--- config.mk ---
export PLATFORM = sky130hd
export DESIGN_NAME = oss_sequencer
export DESIGN_NICKNAME = d
export VERILOG_FILES = /design/src/hw/oss_sequencer.v /design/src/hw/oss_timer.v /design/src/hw/oss_unlock.v
export VERILOG_INCLUDE_DIRS = /design/src /design/src/inc
export SDC_FILE = /design/constraint.sdc
export NUM_CORES = 1
export LEC_CHECK = 0
export BUFFER_PORTS_ARGS = -buffer_cell sky130_fd_sc_hd__buf_4
export CORE_MARGIN = 1
export CORE_UTILIZATION = 40
export DETAILED_ROUTE_END_ITERATION = 12
export HOLD_SLACK_MARGIN = 0.08
export MAX_ROUTING_LAYER = met4
export PLACE_DENSITY = 0.71
export SETUP_SLACK_MARGIN = 0.1
export SLEW_MARGIN = 20
export SYNTH_ARGS = -nofsm -noshare
export SYNTH_HDL_FRONTEND = slang
export SYNTH_HIERARCHICAL = 1
export SYNTH_SLANG_ARGS = --single-unit
--- constraint.sdc ---
create_clock -name clk -period 3.7 [get_ports clk]
set_input_delay 0.37 -clock clk [delete_from_list [all_inputs] [get_ports clk]]
set_output_delay 0.37 -clock clk [all_outputs]
set_load 0.005 [all_outputs]
--- src/inc/oss_defines.vh ---
// Register map, field positions, codes and counts of the switch sequencer.
`ifndef OSS_DEFINES_VH
`define OSS_DEFINES_VH
`define OSS_ADDR_W 12
`define OSS_OFF_CTRL 12'h000
`define OSS_OFF_KEY 12'h004
`define OSS_OFF_STAT 12'h008
`define OSS_OFF_CLR 12'h00c
`define OSS_OFF_IEN 12'h010
`define OSS_OFF_CFG 12'h014
`define OSS_CUR_HI 14
`define OSS_CUR_LO 12
`define OSS_NXT_HI 10
`define OSS_NXT_LO 8
`define OSS_LOCK_BIT 5
`define OSS_CF_BIT 3
`define OSS_REQ_BIT 0
`define OSS_SECEN_BIT 0
`define OSS_ST_DONE 0
`define OSS_ST_REDUND 1
`define OSS_ST_CFAIL 2
`define OSS_ST_W 3
`define OSS_KEY_HI1 8'h78
`define OSS_KEY_HI2 8'h9a
`define OSS_KEY_LO1 8'h46
`define OSS_KEY_LO2 8'h57
`define OSS_SRC_FRC 3'h0
`define OSS_SRC_FAST_RC_WITH_PLL_MODE 3'h1
`define OSS_SRC_PRI 3'h2
`define OSS_SRC_PRIPLL 3'h3
`define OSS_SRC_SEC 3'h4
`define OSS_SRC_LOW_POWER_RC_OSC 3'h5
`define OSS_RST_SRC 3'h0
`define OSS_OSC_PRI 2'h0
`define OSS_OSC_SEC 2'h1
`define OSS_OSC_FRC 2'h2
`define OSS_OSC_LOW_POWER_RC_OSC 2'h3
`define OSS_OSC_RST 4'h4
`define OSS_TMR_W 11
`define OSS_OST_CYCLES 11'h400
`define OSS_NEW_CLK_CYCLES 11'h00a
`endif
--- src/hw/oss_sequencer.v ---
// Oscillator switch sequencer with APB registers and interrupt.
`default_nettype none
`include "oss_defines.vh"
module oss_sequencer #(
   parameter [`OSS_TMR_W-1:0] OST_CYCLES = `OSS_OST_CYCLES,
   parameter [`OSS_TMR_W-1:0] NEW_CLK_CYCLES = `OSS_NEW_CLK_CYCLES
) (
   input wire clk,
   input wire rst_n,
   input wire ce,
   input wire psel,
   input wire penable,
   input wire pwrite,
   input wire [`OSS_ADDR_W-1:0] paddr,
   input wire [31:0] pwdata,
   input wire [3:0] pstrb,
   output reg [31:0] prdata,
   output reg pready,
   output reg pslverr,
   input wire switchMonitorCfg,
   input wire [2:0] cfgSourceSel,
   input wire primaryIsCrystal,
   input wire pllLock,
   input wire newClkTick,
   input wire clockFailIn,
   input wire watchdogUsesLprc,
   input wire failSafeUsesLprc,
   input wire calendarUsesLprc,
   output reg [3:0] oscEnable,
   output reg pllEnable,
   output reg [2:0] sysClkSel,
   output reg switchBusy,
   output reg irq
);
   localparam S_IDLE = 3'h0;
   localparam S_CHECK = 3'h1;
   localparam S_START = 3'h2;
   localparam S_OST = 3'h3;
   localparam S_PLL = 3'h4;
   localparam S_NEWCLK = 3'h5;
   localparam S_COMMIT = 3'h6;

   // Oscillator that a source code runs on.
   function [1:0] oscOf;
      input [2:0] src;
      begin
         case (src)
            `OSS_SRC_PRI: oscOf = `OSS_OSC_PRI;
            `OSS_SRC_PRIPLL: oscOf = `OSS_OSC_PRI;
            `OSS_SRC_SEC: oscOf = `OSS_OSC_SEC;
            `OSS_SRC_LOW_POWER_RC_OSC: oscOf = `OSS_OSC_LOW_POWER_RC_OSC;
            default: oscOf = `OSS_OSC_FRC;
         endcase
      end
   endfunction

   function usesPll;
      input [2:0] src;
      begin
         usesPll = src == `OSS_SRC_FAST_RC_WITH_PLL_MODE || src == `OSS_SRC_PRIPLL;
      end
   endfunction

   // One-hot power request for a single oscillator.
   function [3:0] oscBit;
      input [1:0] osc;
      begin
         oscBit = 4'h1 << osc;
      end
   endfunction

   // Committed bus write to one register through one byte lane.
   function laneWrite;
      input stb;
      input sel;
      input lane;
      begin
         laneWrite = stb && sel && lane;
      end
   endfunction

   // Reset leaves through two flops so all registers release together.
   reg rstMeta_reg;
   reg rstSync_reg;
   wire rstSync_n;
   always @(posedge clk or negedge rst_n) begin
      if (!rst_n) begin
         rstMeta_reg <= 1'b0;
         rstSync_reg <= 1'b0;
      end else begin
         rstMeta_reg <= 1'b1;
         rstSync_reg <= rstMeta_reg;
      end
   end
   assign rstSync_n = rstSync_reg;

   reg [2:0] state_reg;
   reg [2:0] curSrc_reg;
   reg [2:0] nxtSrc_reg;
   reg [2:0] target_reg;
   reg switchReq_reg;
   reg lock_reg;
   reg clockFail_reg;
   reg secOscEn_reg;
   reg [3:0] oscRunning_reg;
   reg [`OSS_ST_W-1:0] status_reg;
   reg [`OSS_ST_W-1:0] irqEn_reg;

   wire switchingOn = !switchMonitorCfg;
   wire access = psel && penable && !pready;
   wire commit = psel && penable && pready;
   wire wrStb = commit && pwrite;
   wire selCtrl = paddr == `OSS_OFF_CTRL;
   wire selKey = paddr == `OSS_OFF_KEY;
   wire selStat = paddr == `OSS_OFF_STAT;
   wire selClr = paddr == `OSS_OFF_CLR;
   wire selIen = paddr == `OSS_OFF_IEN;
   wire selCfg = paddr == `OSS_OFF_CFG;
   wire mapped = selCtrl || selKey || selStat || selClr || selIen ||
      selCfg;
   wire armHigh;
   wire armLow;
   wire wrHigh = laneWrite(wrStb, selCtrl, pstrb[1]) && armHigh;
   wire wrLow = laneWrite(wrStb, selCtrl, pstrb[0]) && armLow;

   oss_unlock unlock (
      .clk(clk),
      .rstSync_n(rstSync_n),
      .ce(ce),
      .wrStb(wrStb),
      .wrKey(laneWrite(wrStb, selKey, pstrb[0])),
      .keyData(pwdata[7:0]),
      .armHigh(armHigh),
      .armLow(armLow)
   );

   // One timer serves both waits because they never overlap: the start-up
   // wait counts system cycles, the settle wait counts new-clock ticks.
   reg tmrLoad;
   reg [`OSS_TMR_W-1:0] tmrValue;
   wire tmrDone;
   wire tmrTick = state_reg == S_OST ? 1'b1 : newClkTick;
   oss_timer #(
      .W(`OSS_TMR_W)
   ) timer (
      .clk(clk),
      .rstSync_n(rstSync_n),
      .ce(ce),
      .load(tmrLoad),
      .loadValue(tmrValue),
      .tick(tmrTick),
      .done(tmrDone)
   );

   wire [1:0] newOsc = oscOf(target_reg);
   wire [1:0] oldOsc = oscOf(curSrc_reg);
   wire newIsCrystal = newOsc == `OSS_OSC_SEC ||
      (newOsc == `OSS_OSC_PRI && primaryIsCrystal);
   wire lprcNeeded = watchdogUsesLprc || failSafeUsesLprc ||
      calendarUsesLprc;
   // The old oscillator stays powered while something still needs it.
   wire keepOld = oldOsc == newOsc ||
      (oldOsc == `OSS_OSC_LOW_POWER_RC_OSC && lprcNeeded) ||
      (oldOsc == `OSS_OSC_SEC && secOscEn_reg);

   reg [2:0] state_next;
   reg redundant;
   reg switchStart;
   reg switchDone;
   always @* begin
      state_next = state_reg;
      redundant = 1'b0;
      switchStart = 1'b0;
      switchDone = 1'b0;
      tmrLoad = 1'b0;
      tmrValue = NEW_CLK_CYCLES;
      case (state_reg)
         S_IDLE: begin
            if (switchReq_reg && switchingOn)
               state_next = S_CHECK;
         end
         S_CHECK: begin
            if (nxtSrc_reg == curSrc_reg) begin
               redundant = 1'b1;
               state_next = S_IDLE;
            end else begin
               // Direct moves between the two PLL modes are not refused;
               // software has to pass through plain fast RC itself.
               switchStart = 1'b1;
               state_next = S_START;
            end
         end
         S_START: begin
            // A crystal already running, such as a secondary held on by
            // its enable, needs no second start-up wait.
            if (newIsCrystal && !oscRunning_reg[newOsc]) begin
               tmrLoad = 1'b1;
               tmrValue = OST_CYCLES;
               state_next = S_OST;
            end else begin
               state_next = S_PLL;
            end
         end
         S_OST: begin
            if (tmrDone)
               state_next = S_PLL;
         end
         S_PLL: begin
            if (!usesPll(target_reg) || lock_reg) begin
               tmrLoad = 1'b1;
               state_next = S_NEWCLK;
            end
         end
         S_NEWCLK: begin
            if (tmrDone)
               state_next = S_COMMIT;
         end
         S_COMMIT: begin
            switchDone = 1'b1;
            state_next = S_IDLE;
         end
         default: state_next = S_IDLE;
      endcase
   end

   wire [`OSS_ST_W-1:0] events = {clockFailIn, redundant, switchDone};
   wire [`OSS_ST_W-1:0] clrMask = laneWrite(wrStb, selClr, pstrb[0]) ?
      pwdata[`OSS_ST_W-1:0] : {`OSS_ST_W{1'b0}};
   wire [`OSS_ST_W-1:0] status_next = (status_reg & ~clrMask) | events;

   // The whole sequence runs in the background, so the bus keeps its
   // fixed two-cycle answer throughout a changeover.
   always @(posedge clk or negedge rstSync_n) begin
      if (!rstSync_n) begin
         state_reg <= S_IDLE;
         curSrc_reg <= `OSS_RST_SRC;
         nxtSrc_reg <= `OSS_RST_SRC;
         target_reg <= `OSS_RST_SRC;
         switchReq_reg <= 1'b0;
         lock_reg <= 1'b0;
         clockFail_reg <= 1'b0;
         secOscEn_reg <= 1'b0;
         oscRunning_reg <= `OSS_OSC_RST;
         oscEnable <= `OSS_OSC_RST;
         pllEnable <= 1'b0;
         sysClkSel <= `OSS_RST_SRC;
         switchBusy <= 1'b0;
         status_reg <= {`OSS_ST_W{1'b0}};
         irqEn_reg <= {`OSS_ST_W{1'b0}};
         irq <= 1'b0;
      end else if (ce) begin
         state_reg <= state_next;
         switchBusy <= state_next != S_IDLE;
         status_reg <= status_next;
         irq <= |(status_next & irqEn_reg);
         if (laneWrite(wrStb, selIen, pstrb[0]))
            irqEn_reg <= pwdata[`OSS_ST_W-1:0];
         if (laneWrite(wrStb, selCfg, pstrb[0]))
            secOscEn_reg <= pwdata[`OSS_SECEN_BIT];
         if (wrHigh && switchingOn)
            nxtSrc_reg <= pwdata[`OSS_NXT_HI:`OSS_NXT_LO];
         if (!switchingOn) begin
            switchReq_reg <= 1'b0;
            curSrc_reg <= cfgSourceSel;
            sysClkSel <= cfgSourceSel;
            // The configured source is the only one that has to run.
            oscEnable <= oscBit(oscOf(cfgSourceSel));
            oscRunning_reg <= oscBit(oscOf(cfgSourceSel));
            pllEnable <= usesPll(cfgSourceSel);
         end else if (redundant || switchDone) begin
            switchReq_reg <= 1'b0;
         end else if (wrLow && state_reg == S_IDLE) begin
            switchReq_reg <= pwdata[`OSS_REQ_BIT];
         end
         // A lock or clock-fail event in the start cycle still wins.
         if (switchStart)
            lock_reg <= 1'b0;
         if (pllEnable && pllLock)
            lock_reg <= 1'b1;
         else if (!pllEnable)
            lock_reg <= 1'b0;
         if (switchStart)
            clockFail_reg <= 1'b0;
         if (clockFailIn)
            clockFail_reg <= 1'b1;
         if (state_reg == S_CHECK && !redundant) begin
            target_reg <= nxtSrc_reg;
            oscEnable <= oscEnable | oscBit(oscOf(nxtSrc_reg));
            pllEnable <= pllEnable | usesPll(nxtSrc_reg);
         end
         if (state_reg == S_OST && tmrDone)
            oscRunning_reg <= oscRunning_reg | oscBit(newOsc);
         if (state_reg == S_START && !newIsCrystal)
            oscRunning_reg <= oscRunning_reg | oscBit(newOsc);
         if (switchDone) begin
            sysClkSel <= target_reg;
            curSrc_reg <= target_reg;
            pllEnable <= usesPll(target_reg);
            if (!keepOld) begin
               oscEnable <= oscEnable & ~oscBit(oldOsc);
               oscRunning_reg <= oscRunning_reg & ~oscBit(oldOsc);
            end
         end
      end
   end

   // The key and clear registers are write-only and read as zero.
   reg [31:0] readData;
   always @* begin
      readData = 32'h00000000;
      if (selCtrl) begin
         readData[`OSS_CUR_HI:`OSS_CUR_LO] = curSrc_reg;
         readData[`OSS_NXT_HI:`OSS_NXT_LO] = nxtSrc_reg;
         readData[`OSS_LOCK_BIT] = lock_reg;
         readData[`OSS_CF_BIT] = clockFail_reg;
         readData[`OSS_REQ_BIT] = switchReq_reg;
      end else if (selStat) begin
         readData[`OSS_ST_W-1:0] = status_reg;
      end else if (selIen) begin
         readData[`OSS_ST_W-1:0] = irqEn_reg;
      end else if (selCfg) begin
         readData[`OSS_SECEN_BIT] = secOscEn_reg;
      end
   end

   // One wait state keeps pready, prdata and pslverr all registered.
   always @(posedge clk or negedge rstSync_n) begin
      if (!rstSync_n) begin
         pready <= 1'b0;
         prdata <= 32'h00000000;
         pslverr <= 1'b0;
      end else if (ce) begin
         pready <= access;
         if (access) begin
            prdata <= pwrite ? 32'h00000000 : readData;
            pslverr <= !mapped;
         end else begin
            pslverr <= 1'b0;
         end
      end
   end
endmodule
`default_nettype wire

--- src/hw/oss_timer.v ---
// Loadable down counter that advances on a tick and flags its expiry.
`default_nettype none
module oss_timer #(
   parameter W = 11
) (
   input wire clk,
   input wire rstSync_n,
   input wire ce,
   input wire load,
   input wire [W-1:0] loadValue,
   input wire tick,
   output reg done
);
   reg [W-1:0] count_reg;
   reg active_reg;
   always @(posedge clk or negedge rstSync_n) begin
      if (!rstSync_n) begin
         count_reg <= {W{1'b0}};
         active_reg <= 1'b0;
         done <= 1'b0;
      end else if (ce) begin
         if (load) begin
            count_reg <= loadValue;
            active_reg <= 1'b1;
            done <= 1'b0;
         end else if (active_reg && tick) begin
            count_reg <= count_reg - {{(W-1){1'b0}}, 1'b1};
            if (count_reg <= {{(W-1){1'b0}}, 1'b1}) begin
               active_reg <= 1'b0;
               done <= 1'b1;
            end
         end
      end
   end
endmodule
`default_nettype wire

--- src/hw/oss_unlock.v ---
// Two-key unlock detector for the control register byte lanes.
`default_nettype none
`include "oss_defines.vh"
module oss_unlock (
   input wire clk,
   input wire rstSync_n,
   input wire ce,
   input wire wrStb,
   input wire wrKey,
   input wire [7:0] keyData,
   output reg armHigh,
   output reg armLow
);
   localparam S_NONE = 2'h0;
   localparam S_HI1 = 2'h1;
   localparam S_LO1 = 2'h2;
   reg [1:0] state_reg;
   reg [1:0] state_next;
   always @* begin
      state_next = S_NONE;
      case (state_reg)
         S_NONE: begin
            if (keyData == `OSS_KEY_HI1)
               state_next = S_HI1;
            else if (keyData == `OSS_KEY_LO1)
               state_next = S_LO1;
         end
         default: state_next = S_NONE;
      endcase
   end
   // Any committed write consumes a pending arm, so an unlock covers only
   // the write that follows it directly.
   always @(posedge clk or negedge rstSync_n) begin
      if (!rstSync_n) begin
         state_reg <= S_NONE;
         armHigh <= 1'b0;
         armLow <= 1'b0;
      end else if (ce && wrStb) begin
         state_reg <= wrKey ? state_next : S_NONE;
         armHigh <= wrKey && state_reg == S_HI1 &&
            keyData == `OSS_KEY_HI2;
         armLow <= wrKey && state_reg == S_LO1 &&
            keyData == `OSS_KEY_LO2;
      end
   end
endmodule
`default_nettype wire

### Yosys cells after proc, flatten, opt, wreduce, memory -nomap -nowiden

Index checks and enable logic that the tools add are counted.

* add/subtract/negate cells: 1
* $lt $le $gt $ge: 2
* equality and inequality tests: 42
* shift operators: 4
* muxes and demuxes: 74
* bitwise logic cells: 10
* reductions and logical operators: 84

Operator list (number)
* $mux W11: 4
* $mux W4: 9
* $logic_and A1 B1 Y1: 34
* $eq A3 B3 Y1 const B: 11
* $mux W3: 11
* $mux W1: 31
* $eq A3 B2 Y1 const B: 10
* $eq A12 B4 Y1 const B: 2
* $eq A12 B5 Y1 const B: 2
* $eq A8 B7 Y1 const B: 3
* $pmux W2 S3: 4
* $mux W2: 11
* $reduce_and A2 Y1: 11
* $pmux W3 S6: 1
* $shl A1 B2 Y4 const A: 4
* $logic_or A1 B1 Y1: 15
* $mux W15: 1
* $eq A12 B3 Y1 const B: 1
* $eq A3 B1 Y1 const B: 4
* $logic_not A12 Y1: 1
* $le A11 B1 Y1 const B: 1
* $sub A11 B1 Y11 const B: 1
* $reduce_bool A3 Y1: 3
* $and A4 B4 Y4: 2
* other kinds (22): 40

* bits in registers: 86
* output and inout port bits: 44

### Longest topological paths before layout

Gate-level depths: netlist (run 1).

* depth in word-level cells: 12
* depth in mapped cells: 13
* gate-level depth less buffers: 11

### Hierarchy

Netlist (run 1), hierarchy kept.

By module, submodules not included
* oss_sequencer: times used 1, cells each 341, area an instance 3131.8 um2, sequential area each 1203.7 um2
* oss_timer: times used 1, cells each 92, area an instance 795.8 um2, sequential area each 325.3 um2
* oss_unlock: times used 1, cells each 23, area an instance 224.0 um2, sequential area each 100.1 um2

### Least setup slack after synthesis (run 1)

OpenSTA, ideal clock, no wires.

* kind: register -> register
* from: reg target_reg[2]
* to: reg timer.count_reg[3]
* setup time: 0.135 ns
* arrival time: 2.639 ns
* data required time: 3.565 ns
* setup slack: 0.926 ns
* stages on the path, launching flop included: 13
* path buffers: 3
* clock period less this slack: 2.774 ns
* cells stage by stage: dfrtp_1 -> ha_1 -> clkbuf_1 -> mux2i_1 -> a21oi_1 -> a2111oi_2 -> nand2_1 -> o31ai_1 -> clkbuf_1 -> o21ai_0 -> clkbuf_1 -> o21ai_0 -> o21ai_0

* cells in the longest elaborated chain, start to end: 11
* elaborated cells on any way between the ends: 26
* classes of those cells: eq/ne: 6; mux: 9; reduce/logical: 11

Ends and longest elaborated chain
* start, declared: RTL line oss_sequencer.v:100 `reg [2:0] target_reg;`
* start signal, assigned: RTL line oss_sequencer.v:238 `` target_reg <= `OSS_RST_SRC; ``
* start signal, assigned: RTL line oss_sequencer.v:287 `target_reg <= nxtSrc_reg;`
* $eq A3 B2 Y1: RTL line oss_sequencer.v:47 `case (src)`
* $reduce_or A2 Y1 (no source line)
* $pmux W2 S3: RTL line oss_sequencer.v:47
* $bmux W1 S2 or $logic_not A2 Y1 (tied branches)
* $mux W1 (not written as such) or $logic_and A1 B1 Y1 (tied branches): RTL line oss_sequencer.v:196, oss_sequencer.v:158
* $logic_not A1 Y1 or $logic_or A1 B1 Y1 (tied branches): RTL line oss_sequencer.v:196, oss_sequencer.v:157
* $logic_and A1 B1 Y1: RTL line oss_sequencer.v:196 `if (newIsCrystal && !oscRunning_reg[newOsc]) begin`
* $mux W1: RTL line oss_sequencer.v:196
* $pmux W1 S2 *: RTL line oss_sequencer.v:177 `case (state_reg)`
* named net tmrLoad: RTL line oss_sequencer.v:139 `reg tmrLoad;`
* $reduce_bool A2 Y1 (no source line)
* $reduce_and A2 Y1 (no source line)
* end signal, assigned: RTL line oss_timer.v:18 `count_reg <= {W{1'b0}};`
* end signal, assigned: RTL line oss_timer.v:23 `count_reg <= loadValue;`
* end signal, assigned: RTL line oss_timer.v:27 `count_reg <= count_reg - {{(W-1){1'b0}}, 1'b1};`
* end, declared: RTL line oss_timer.v:14 `reg [W-1:0] count_reg;`

Mark *: on every way through the listed nets, which the timed path passes. The rest lies on a longest branch. The select of a mux whose other input is x is not followed.
A chain may end at the register's enable or synchronous reset.

### Worst setup path in the final report (run 1)

* from: reg target_reg[2]
* to: reg timer.count_reg[6]

Same word-level chain as after synthesis.

==> results_dict.tcl, run 1 <==
set metrics [dict create \
    required_ns 3.94 \
    critPathKind "register to register" \
    layout_min_cycle_time_ns 3.18 \
    first_pass_iters 4 \
    peakVddDrop_mv 0.228 \
    core_mm2 0.00991 \
    grtUsageTotal 0.201 \
    syn_area_mm2 0.00415 \
    synth-async-reset-ratio 1.00 \
    synth_top_cell_by_area "dfrtp_1" \
    die_area_mm2 0.0108 \
    htree_levels 3 \
    setup_tns_ns 0 \
    start_kind "register" \
    end_kind "register" \
    fin_skew_ns 0.0138 \
    syn2layout_area_growth_pct 18.7 \
    antenna_found_initial 0 \
    drc 0 \
    multiInputGateArea_mm2 0.00230 \
    antenna_left 0 \
    drv_slew 0 \
    wl_per_cell_um 15.4 \
    ioPinCount 109 \
    via_count 3672 \
    hold_class "register to asynchronous set/reset pin" \
    grt_pass1_wl_um 17000 \
    status "completed" \
    vias_per_cell 5.54 \
    cp_max_fo 15 \
    synth_most_common_cell "dfrtp_1" \
    period_share 0.859 \
    synth_common_cells "dfrtp_1 (63), nand2_1 (35), nor2_1 (32)" \
    synthDistinctLibCells 73 \
    io_buffers 64 \
    clkLatencyLatePin_ns 0.35 \
    tightest_slew_ns 0.775 \
    cts_tree "built" \
    synth_enable_flop_cells 0 \
    post_cts_buffers 0 \
    synth_area_leaders "dfrtp_1 (38%), buf_4 (3.8%), nand2_1 (3.2%), o21ai_0 (3.0%), nor2_1 (2.9%)" \
    synth-seq-area-share 0.392 \
    grt_max_degree 52 \
    max_freq_mhz 315 \
    numCtsBuffers 9 \
    synth_flop_cell "dfrtp_1" \
    drt_iter0_drc 221 \
    chipHeight_um 104 \
    clk_pin_slew_ns 0.08 \
    root_buffer "clkbuf_8" \
    final_util 0.497 \
    hold_ws_ns 0.216 \
    gp_congestion 0.883 \
    placementRows 36 \
    slew_headroom 0.480 \
    cts-resized-gates 0 \
    rsz0062_at_grt "false" \
    power.density_mw_per_mm2 519 \
    clock_sinks 65 \
    totalWireLength_um 10200 \
    clock_path_buffers 2 \
    avgSynthCellArea_um2 9.10 \
    antenna_cells 0 \
    fill_cells 947 \
    final_layout_size_suffix_gt1_frac 0.213 \
    dp.final_hpwl_um 7320 \
    ff_latch_area_mm2 0.00163 \
    cap_violations 0 \
    initial_utilization 0.419 \
    cp_data_arrival_time_ns 3.42 \
    die_w_um 104 \
    ctsHoldBuffers 1 \
    setup_viol 0 \
    p_leak_nw 2.18 \
    synth_seq_cells 65 \
    grt_pass1_vias 3448 \
    hold_viol 0 \
    yosysWarnings 6 \
    syn_inst 456 \
    nNetsFinal 599 \
    yosys.area.top_type_share 0.380 \
    overflow 0 \
]
final timing paths:
kind / startpoint / end / slack, ns / depth (start not counted)
setup / recovery: target_reg[2] / timer/count_reg[6] / 0.52 / 10
hold / removal: rstSync_n / unlock/state_reg[0] / 0.22 / 0
setup reg to reg: target_reg[2] / timer/count_reg[6] / 0.52 / 10
hold reg to reg: rstSync_n / unlock/state_reg[0] / 0.22 / 0
max in group asynchronous: rstSync_n / pllEnable / 2.65 / 2
min in group clk: pwdata[9] / nxtSrc_reg[1] / 0.25 / 2
placed cells by master, fill, tap and decap left out, drive strengths merged, types with 4 or more instances in the layout:
master | synthesis | layout
a21oi | 23 | 23
a22o | 13 | 13
a22oi | 10 | 10
a31oi | 5 | 5
a41oi | 5 | 5
and2 | 4 | 4
buf | 29 | 69
clkbuf | 11 | 10
conb | 2 | 30
dfrtp | 63 | 63
ha | 9 | 9
inv | 25 | 26
mux2 | 8 | 8
mux2i | 8 | 8
nand2 | 35 | 35
nand2b | 8 | 8
nand3 | 14 | 14
nand3b | 5 | 5
nor2 | 32 | 32
nor2b | 6 | 6
nor3 | 14 | 14
nor3b | 4 | 4
nor4 | 6 | 6
o211ai | 6 | 6
o21ai | 29 | 29
o22ai | 10 | 10
o2bb2ai | 4 | 4
o31ai | 7 | 7
o41ai | 4 | 4
or3 | 5 | 5
or4 | 6 | 6
xor2 | 4 | 4
routing by layer:
metal	routed length [µm]	vias to the layer above	global-route usage
met4	141	0	0.0663
li1	-	1778	-
met1	4730	1761	0.263
met3	525	17	0.0439
met5	0	-	-
met2	4830	116	0.310
kinds of logic after synthesis:
group	share of synthesized area
and+or+nand+nor	0.209
AOI/OAI and AO/OA	0.238
buffers and inverters	0.0805
DFF	0.392
muxes	0.0428
adders and majority gates	0.0271
xor gates and xnor gates	0.00844
other	0.00181
critical path, stage by stage, from the launching register on:
cell and delay, ns:
dfrtp_1 0.52, ha_1 0.36, mux2i_1 0.22, a21oi_1 0.08, a2111oi_2 0.49, nand2_1 0.23, o31ai_2 0.26, buf_4 0.33
o21a_1 0.29, o21ai_0 0.15, o2bb2ai_1 0.14
per-stage QoR:
step                power, mW  area, µm²  cells  worst slack, ns
floorplan                1.66       4260    484            0.926
global placement         1.90       4700    645            0.657
detailed placement       1.93       4700    645            0.580
CTS                      2.56       4910    662            0.559
global route             2.73       4930    663            0.310
finish                   2.56       4930    663            0.522
layout make-up:
class                   count  share of cell area
multi-input cells         353               0.466
flip-flops and latches     65               0.331
repair buffers             70               0.110
well taps                 133              0.0338
clock buffers              10              0.0259
inverters                  26              0.0198
clock inverters             6              0.0137
power by group:
group / switching [mW] / internal [mW] / total, mW
logic: 0.472 / 0.398 / 0.869
clock network: 0.307 / 0.314 / 0.621
registers: 0.200 / 0.869 / 1.07
(Power assumes the default switching activity.)
==> inputs of run 2 (changes only) <==
--- a/config.mk
+++ b/config.mk
@@ -13,9 +13,11 @@
 export HOLD_SLACK_MARGIN = 0.08
 export MAX_ROUTING_LAYER = met4
 export PLACE_DENSITY = 0.71
+export REMOVE_ABC_BUFFERS = 1
 export SETUP_SLACK_MARGIN = 0.1
 export SLEW_MARGIN = 20
 export SYNTH_ARGS = -nofsm -noshare
 export SYNTH_HDL_FRONTEND = slang
 export SYNTH_HIERARCHICAL = 1
 export SYNTH_SLANG_ARGS = --single-unit
+export TNS_END_PERCENT = 5
==> constraint.sdc (replaced) <==
create_clock -name clk -period 3.7 [get_ports clk]
set_input_delay 0.925 -clock clk [delete_from_list [all_inputs] [get_ports clk]]
set_output_delay 0.925 -clock clk [all_outputs]
set_load 0.005 [all_outputs]
==> run 2 against run 1 <==
  * Setup slack better by 0.012 ns
  * Clock-buffer cell count stayed put
  * Total power grew 5.0%
  * Largest cell class unchanged
  * Combinational power shrank 2%
  * Sequential cell count stayed put
  * Largest power group unchanged
  * Sequential power about the same
  * Final cell count shrank 0.15%
  * Die area stayed put
  * Wire length decreased by 0.91%
  * Fmax grew 0.37%
  * Register-to-register slack is essentially flat
  * Via count is 0.46% higher
==> results_dict.tcl, run 2 (same netlist as run 1, synthesis figures left out) <==
set metrics [dict create \
    post_cts_buffers 0 \
    numCtsBuffers 9 \
    final_cells 662 \
    setup_tns_ns 0 \
    critPathKind "register to register" \
    cts_tree "built" \
    drt_iter0_drc 221 \
    die_area_mm2 0.0108 \
    initial_utilization 0.419 \
    antenna_found_initial 0 \
    dp.final_hpwl_um 7410 \
    via_count 3689 \
    power.density_mw_per_mm2 542 \
    clk_pin_slew_ns 0.07 \
    drv_slew 0 \
    fin_skew_ns 0.00952 \
    gp_congestion 0.871 \
    clock_sinks 65 \
    clkLatencyLatePin_ns 0.34 \
    grt_max_degree 44 \
    htree_levels 3 \
    tightest_slew_ns 0.923 \
    final_layout_size_suffix_gt1_frac 0.216 \
    peakVddDrop_mv 0.301 \
    period_share 0.856 \
    cp_max_fo 15 \
    ctsHoldBuffers 0 \
    ioPinCount 109 \
    antenna_left 0 \
    p_leak_nw 2.20 \
    hold_viol 0 \
    core_mm2 0.00991 \
    nNetsFinal 598 \
    antenna_cells 0 \
    layout.cells.most_common_list "buf_4 (69), dfrtp_1 (62), nand2_1 (35)" \
    cp_data_arrival_time_ns 3.39 \
    layout_min_cycle_time_ns 3.17 \
    dp_cells 646 \
    hold_class "input port to asynchronous set/reset pin" \
    root_buffer "clkbuf_8" \
    max_freq_mhz 316 \
    required_ns 3.92 \
    rsz0062_at_grt "false" \
    grtUsageTotal 0.199 \
    vias_per_cell 5.57 \
    die_w_um 104 \
    chipHeight_um 104 \
    grt_pass1_wl_um 17000 \
    wl_per_cell_um 15.3 \
    final_util 0.501 \
    start_kind "register" \
    grt_pass1_vias 3545 \
    drc 0 \
    final_common_cell "buf_4" \
    cts-resized-gates 0 \
    overflow 0 \
    first_pass_iters 4 \
    setup_viol 0 \
    cap_violations 0 \
    syn2layout_area_growth_pct 19.5 \
    io_buffers 64 \
    placementRows 36 \
    clock_path_buffers 2 \
    end_kind "register" \
    slew_headroom 0.385 \
    totalWireLength_um 10100 \
    status "completed" \
]
run 2: cell type report:
type | count | area, µm²
clock buffers | 10 | 138
clock inverters | 6 | 114
fillers | 947 | 4950
inverters | 26 | 97.6
multi-input cells | 353 | 2300
flip-flops and latches | 65 | 1630
well taps | 133 | 166
repair buffers | 69 | 518
run 2: metal layers:
layer / GRT usage / up-vias / part of all wire
met1: 0.258 / 1793 / 0.46
li1: - / 1778 / -
met2: 0.311 / 103 / 0.48
met4: 0.0643 / 0 / 0.015
met3: 0.0439 / 15 / 0.043
met5: - / - / 0
run 2: power by group:
group	total, mW	leakage [nW]	internal (mW)	switching [mW]
clock network	0.763	0.119	0.468	0.295
registers	1.07	0.814	0.869	0.204
logic	0.851	1.26	0.395	0.456
total	2.69	2.20	1.73	0.955
run 2: through the flow:
stage | worst slack, ns | instance area (µm²) | power (mW) | hold WS (ns)
floorplan | 0.180 | 4020 | 1.62 | 0.331
global placement | 0.561 | 4710 | 1.90 | 0.335
detailed placement | 0.535 | 4710 | 1.93 | 0.339
CTS | 0.562 | 4960 | 2.70 | 0.338
global route | 0.301 | 4960 | 2.86 | 0.326
finish | 0.534 | 4960 | 2.69 | 0.352
run 2: worst max-delay path, cell delays in order, from the launching register on:
cell       delay (ns)
dfrtp_1          0.53
ha_1             0.36
mux2i_1          0.21
a21oi_1          0.07
a2111oi_2        0.48
nand2_1          0.24
o31ai_2          0.26
buf_4            0.33
o21a_1           0.29
o21ai_0          0.13
o2bb2ai_1        0.14
run 2: path summary, 6_finish.rpt:
check / startpoint / end / slack (ns) / cells past startpoint
worst max-delay path: target_reg[2] / timer/count_reg[6] / 0.53 / 10
worst min-delay path: rst_n / rstMeta_reg / 0.35 / 1
worst max register to register: target_reg[2] / timer/count_reg[6] / 0.53 / 10
worst min register to register: rstMeta_reg / rstSync_n / 0.35 / 0
max in group asynchronous: rstSync_n / oscRunning_reg[2] / 2.42 / 1
min in group clk: rstMeta_reg / rstSync_n / 0.35 / 0
==> inputs of run 3 (changes only) <==
--- a/config.mk
+++ b/config.mk
@@ -7,12 +7,14 @@
 export NUM_CORES = 1
 export LEC_CHECK = 0
 export BUFFER_PORTS_ARGS = -buffer_cell sky130_fd_sc_hd__buf_4
+export CELL_PAD_IN_SITES_DETAIL_PLACEMENT = 1
+export CELL_PAD_IN_SITES_GLOBAL_PLACEMENT = 1
 export CORE_MARGIN = 1
 export CORE_UTILIZATION = 40
 export DETAILED_ROUTE_END_ITERATION = 12
 export HOLD_SLACK_MARGIN = 0.08
 export MAX_ROUTING_LAYER = met4
-export PLACE_DENSITY = 0.71
+export PLACE_DENSITY = 0.89
 export REMOVE_ABC_BUFFERS = 1
 export SETUP_SLACK_MARGIN = 0.1
 export SLEW_MARGIN = 20
==> run 3 against run 2 <==
  * Clock-buffer cell count decreased by 1
  * First-iteration DRC count decreased by 20%
  * Critical path depth increased by 1
  * Clock power decreased by 8.1%
  * Hold slack got worse by 0.018 ns
  * Global-route usage increased by 4.3 points
  * Fmax decreased by 3.3%
  * Final cell count unchanged
  * Highest routed layer unchanged
==> results_dict.tcl, run 3 (same netlist as run 1, synthesis figures left out) <==
set metrics [dict create \
    required_ns 3.93 \
    p_sw_frac 0.385 \
    grt_pass1_wl_um 20600 \
    gp_congestion 0.872 \
    grt_max_degree 39 \
    antenna_found_initial 0 \
    placementRows 36 \
    reg2reg_slack_ns 0.43 \
    hold_class "input port to asynchronous set/reset pin" \
    fill_cells 1180 \
    first_pass_iters 4 \
    setup_viol 0 \
    final_layout_size_suffix_gt1_frac 0.216 \
    die_w_um 104 \
    drt_iter0_drc 177 \
    io_buffers 64 \
    clkLatencyLatePin_ns 0.36 \
    die_area_mm2 0.0108 \
    dp_cells 646 \
    p_comb_frac 0.336 \
    via_count 3856 \
    end_kind "register" \
    overflow 0 \
    root_buffer "clkbuf_8" \
    status "completed" \
    vias_per_cell 5.82 \
    dp.final_hpwl_um 8920 \
    period_share 0.884 \
    hold_ws_ns 0.334 \
    reg2reg_to "timer/count_reg[4]" \
    max_freq_mhz 306 \
    clock_sinks 65 \
    numCtsBuffers 9 \
    fin_skew_ns 0.0105 \
    slew_headroom 0.423 \
    power.density_mw_per_mm2 543 \
    clkPwrFrac 0.261 \
    p_sw_mw 1.03 \
    htree_levels 3 \
    antenna_cells 0 \
    r2r-start "target_reg[2]" \
    final_common_cell "buf_4" \
    ioPinCount 109 \
    core_mm2 0.00991 \
    critPathKind "register to register" \
    drc 0 \
    cap_violations 0 \
    start_kind "register" \
    clk_pin_slew_ns 0.08 \
    cts-resized-gates 0 \
    nNetsFinal 598 \
    tightest_slew_ns 0.866 \
    syn2layout_area_growth_pct 18.9 \
    antenna_left 0 \
    p_leak_nw 2.18 \
    grt_pass1_vias 4161 \
    post_cts_buffers 0 \
    initial_utilization 0.419 \
    cp_data_arrival_time_ns 3.50 \
    drv_slew 0 \
    pwr-share-seq 0.402 \
    cp_max_fo 17 \
    wl_per_cell_um 18.4 \
    setup_tns_ns 0 \
    chipHeight_um 104 \
    final_cells 662 \
    peakVddDrop_mv 0.212 \
    rsz0062_at_grt "false" \
    layout_min_cycle_time_ns 3.27 \
    clock_path_buffers 2 \
    hold_viol 0 \
    cts_tree "built" \
    totalWireLength_um 12200 \
    grtUsageTotal 0.243 \
    layout.cells.most_common_list "buf_4 (69), dfrtp_1 (62), nand2_1 (35)" \
    ctsHoldBuffers 0 \
    worstRegToRegCells 11 \
    p_int_mw 1.65 \
]
-- run 3: cell count changes in the layout (fill, tap and decap cells not counted), sizes merged --
cell      change
clkinvlp      +1
clkbuf        -1
inv           +1
bufinv        -1
-- run 3: cell type report --
cell class,instances,area [µm²],area share
flip-flops and latches,65,1630,0.330
repair buffers,69,518,0.105
inverters,26,97.6,0.0198
clock inverters,7,103,0.0208
clock buffers,9,124,0.0251
well taps,133,166,0.0337
multi-input cells,353,2300,0.466
-- run 3: worst max-delay path, cell delays in order (launching register included) --
cell and delay, ns:
dfrtp_1 0.55, ha_1 0.38, mux2i_1 0.24, a21oi_1 0.07
a2111oi_2 0.49, nand2_1 0.26, o31ai_2 0.27, buf_4 0.34
inv_1 0.12, and2_0 0.15, o21ai_0 0.15, o21ai_0 0.11
-- run 3: per-layer routing --
layer	up-vias	global-route usage	routed length [µm]
li1	1778	-	-
met1	1946	0.283	5080
met2	107	0.420	6340
met3	25	0.0382	574
met4	0	0.0908	219
met5	-	-	0
-- run 3: metrics by stage --
step / util / total power, mW / worst slack [ns] / area [µm²]
2_1_floorplan: - / 1.62 / 0.180 / 4020
3_3_place_gp: 0.475 / 1.90 / 0.631 / 4710
3_5_place_dp: 0.475 / 1.98 / 0.445 / 4710
4_1_cts: 0.498 / 2.69 / 0.455 / 4940
5_1_grt: 0.498 / 2.85 / 0.192 / 4940
6_report: 0.498 / 2.68 / 0.427 / 4940
-- run 3: power groups by stage --
| stage | Sequential [mW] | Combinational [mW] | Clock (mW) |
|---|---|---|---|
| CTS | 1.08 | 0.898 | 0.714 |
| detailed placement | 1.09 | 0.888 | 0 |
| global route | 1.11 | 1.00 | 0.743 |
| global placement | 1.08 | 0.825 | 0 |
| finish | 1.08 | 0.902 | 0.701 |
| floorplan | 1.03 | 0.580 | 0 |
-- run 3: how the worst max path moves through the flow --
stage / from / to / slack, ns / cells after the start
2_1_floorplan: primaryIsCrystal / timer/count_reg[7] / 0.18 / 8
3_3_place_gp: primaryIsCrystal / timer/count_reg[4] / 0.63 / 11
3_5_place_dp: primaryIsCrystal / timer/count_reg[4] / 0.44 / 11
5_1_grt: target_reg[2] / timer/count_reg[4] / 0.19 / 11
4_1_cts: target_reg[2] / timer/count_reg[4] / 0.45 / 11
6_report: target_reg[2] / timer/count_reg[4] / 0.43 / 11
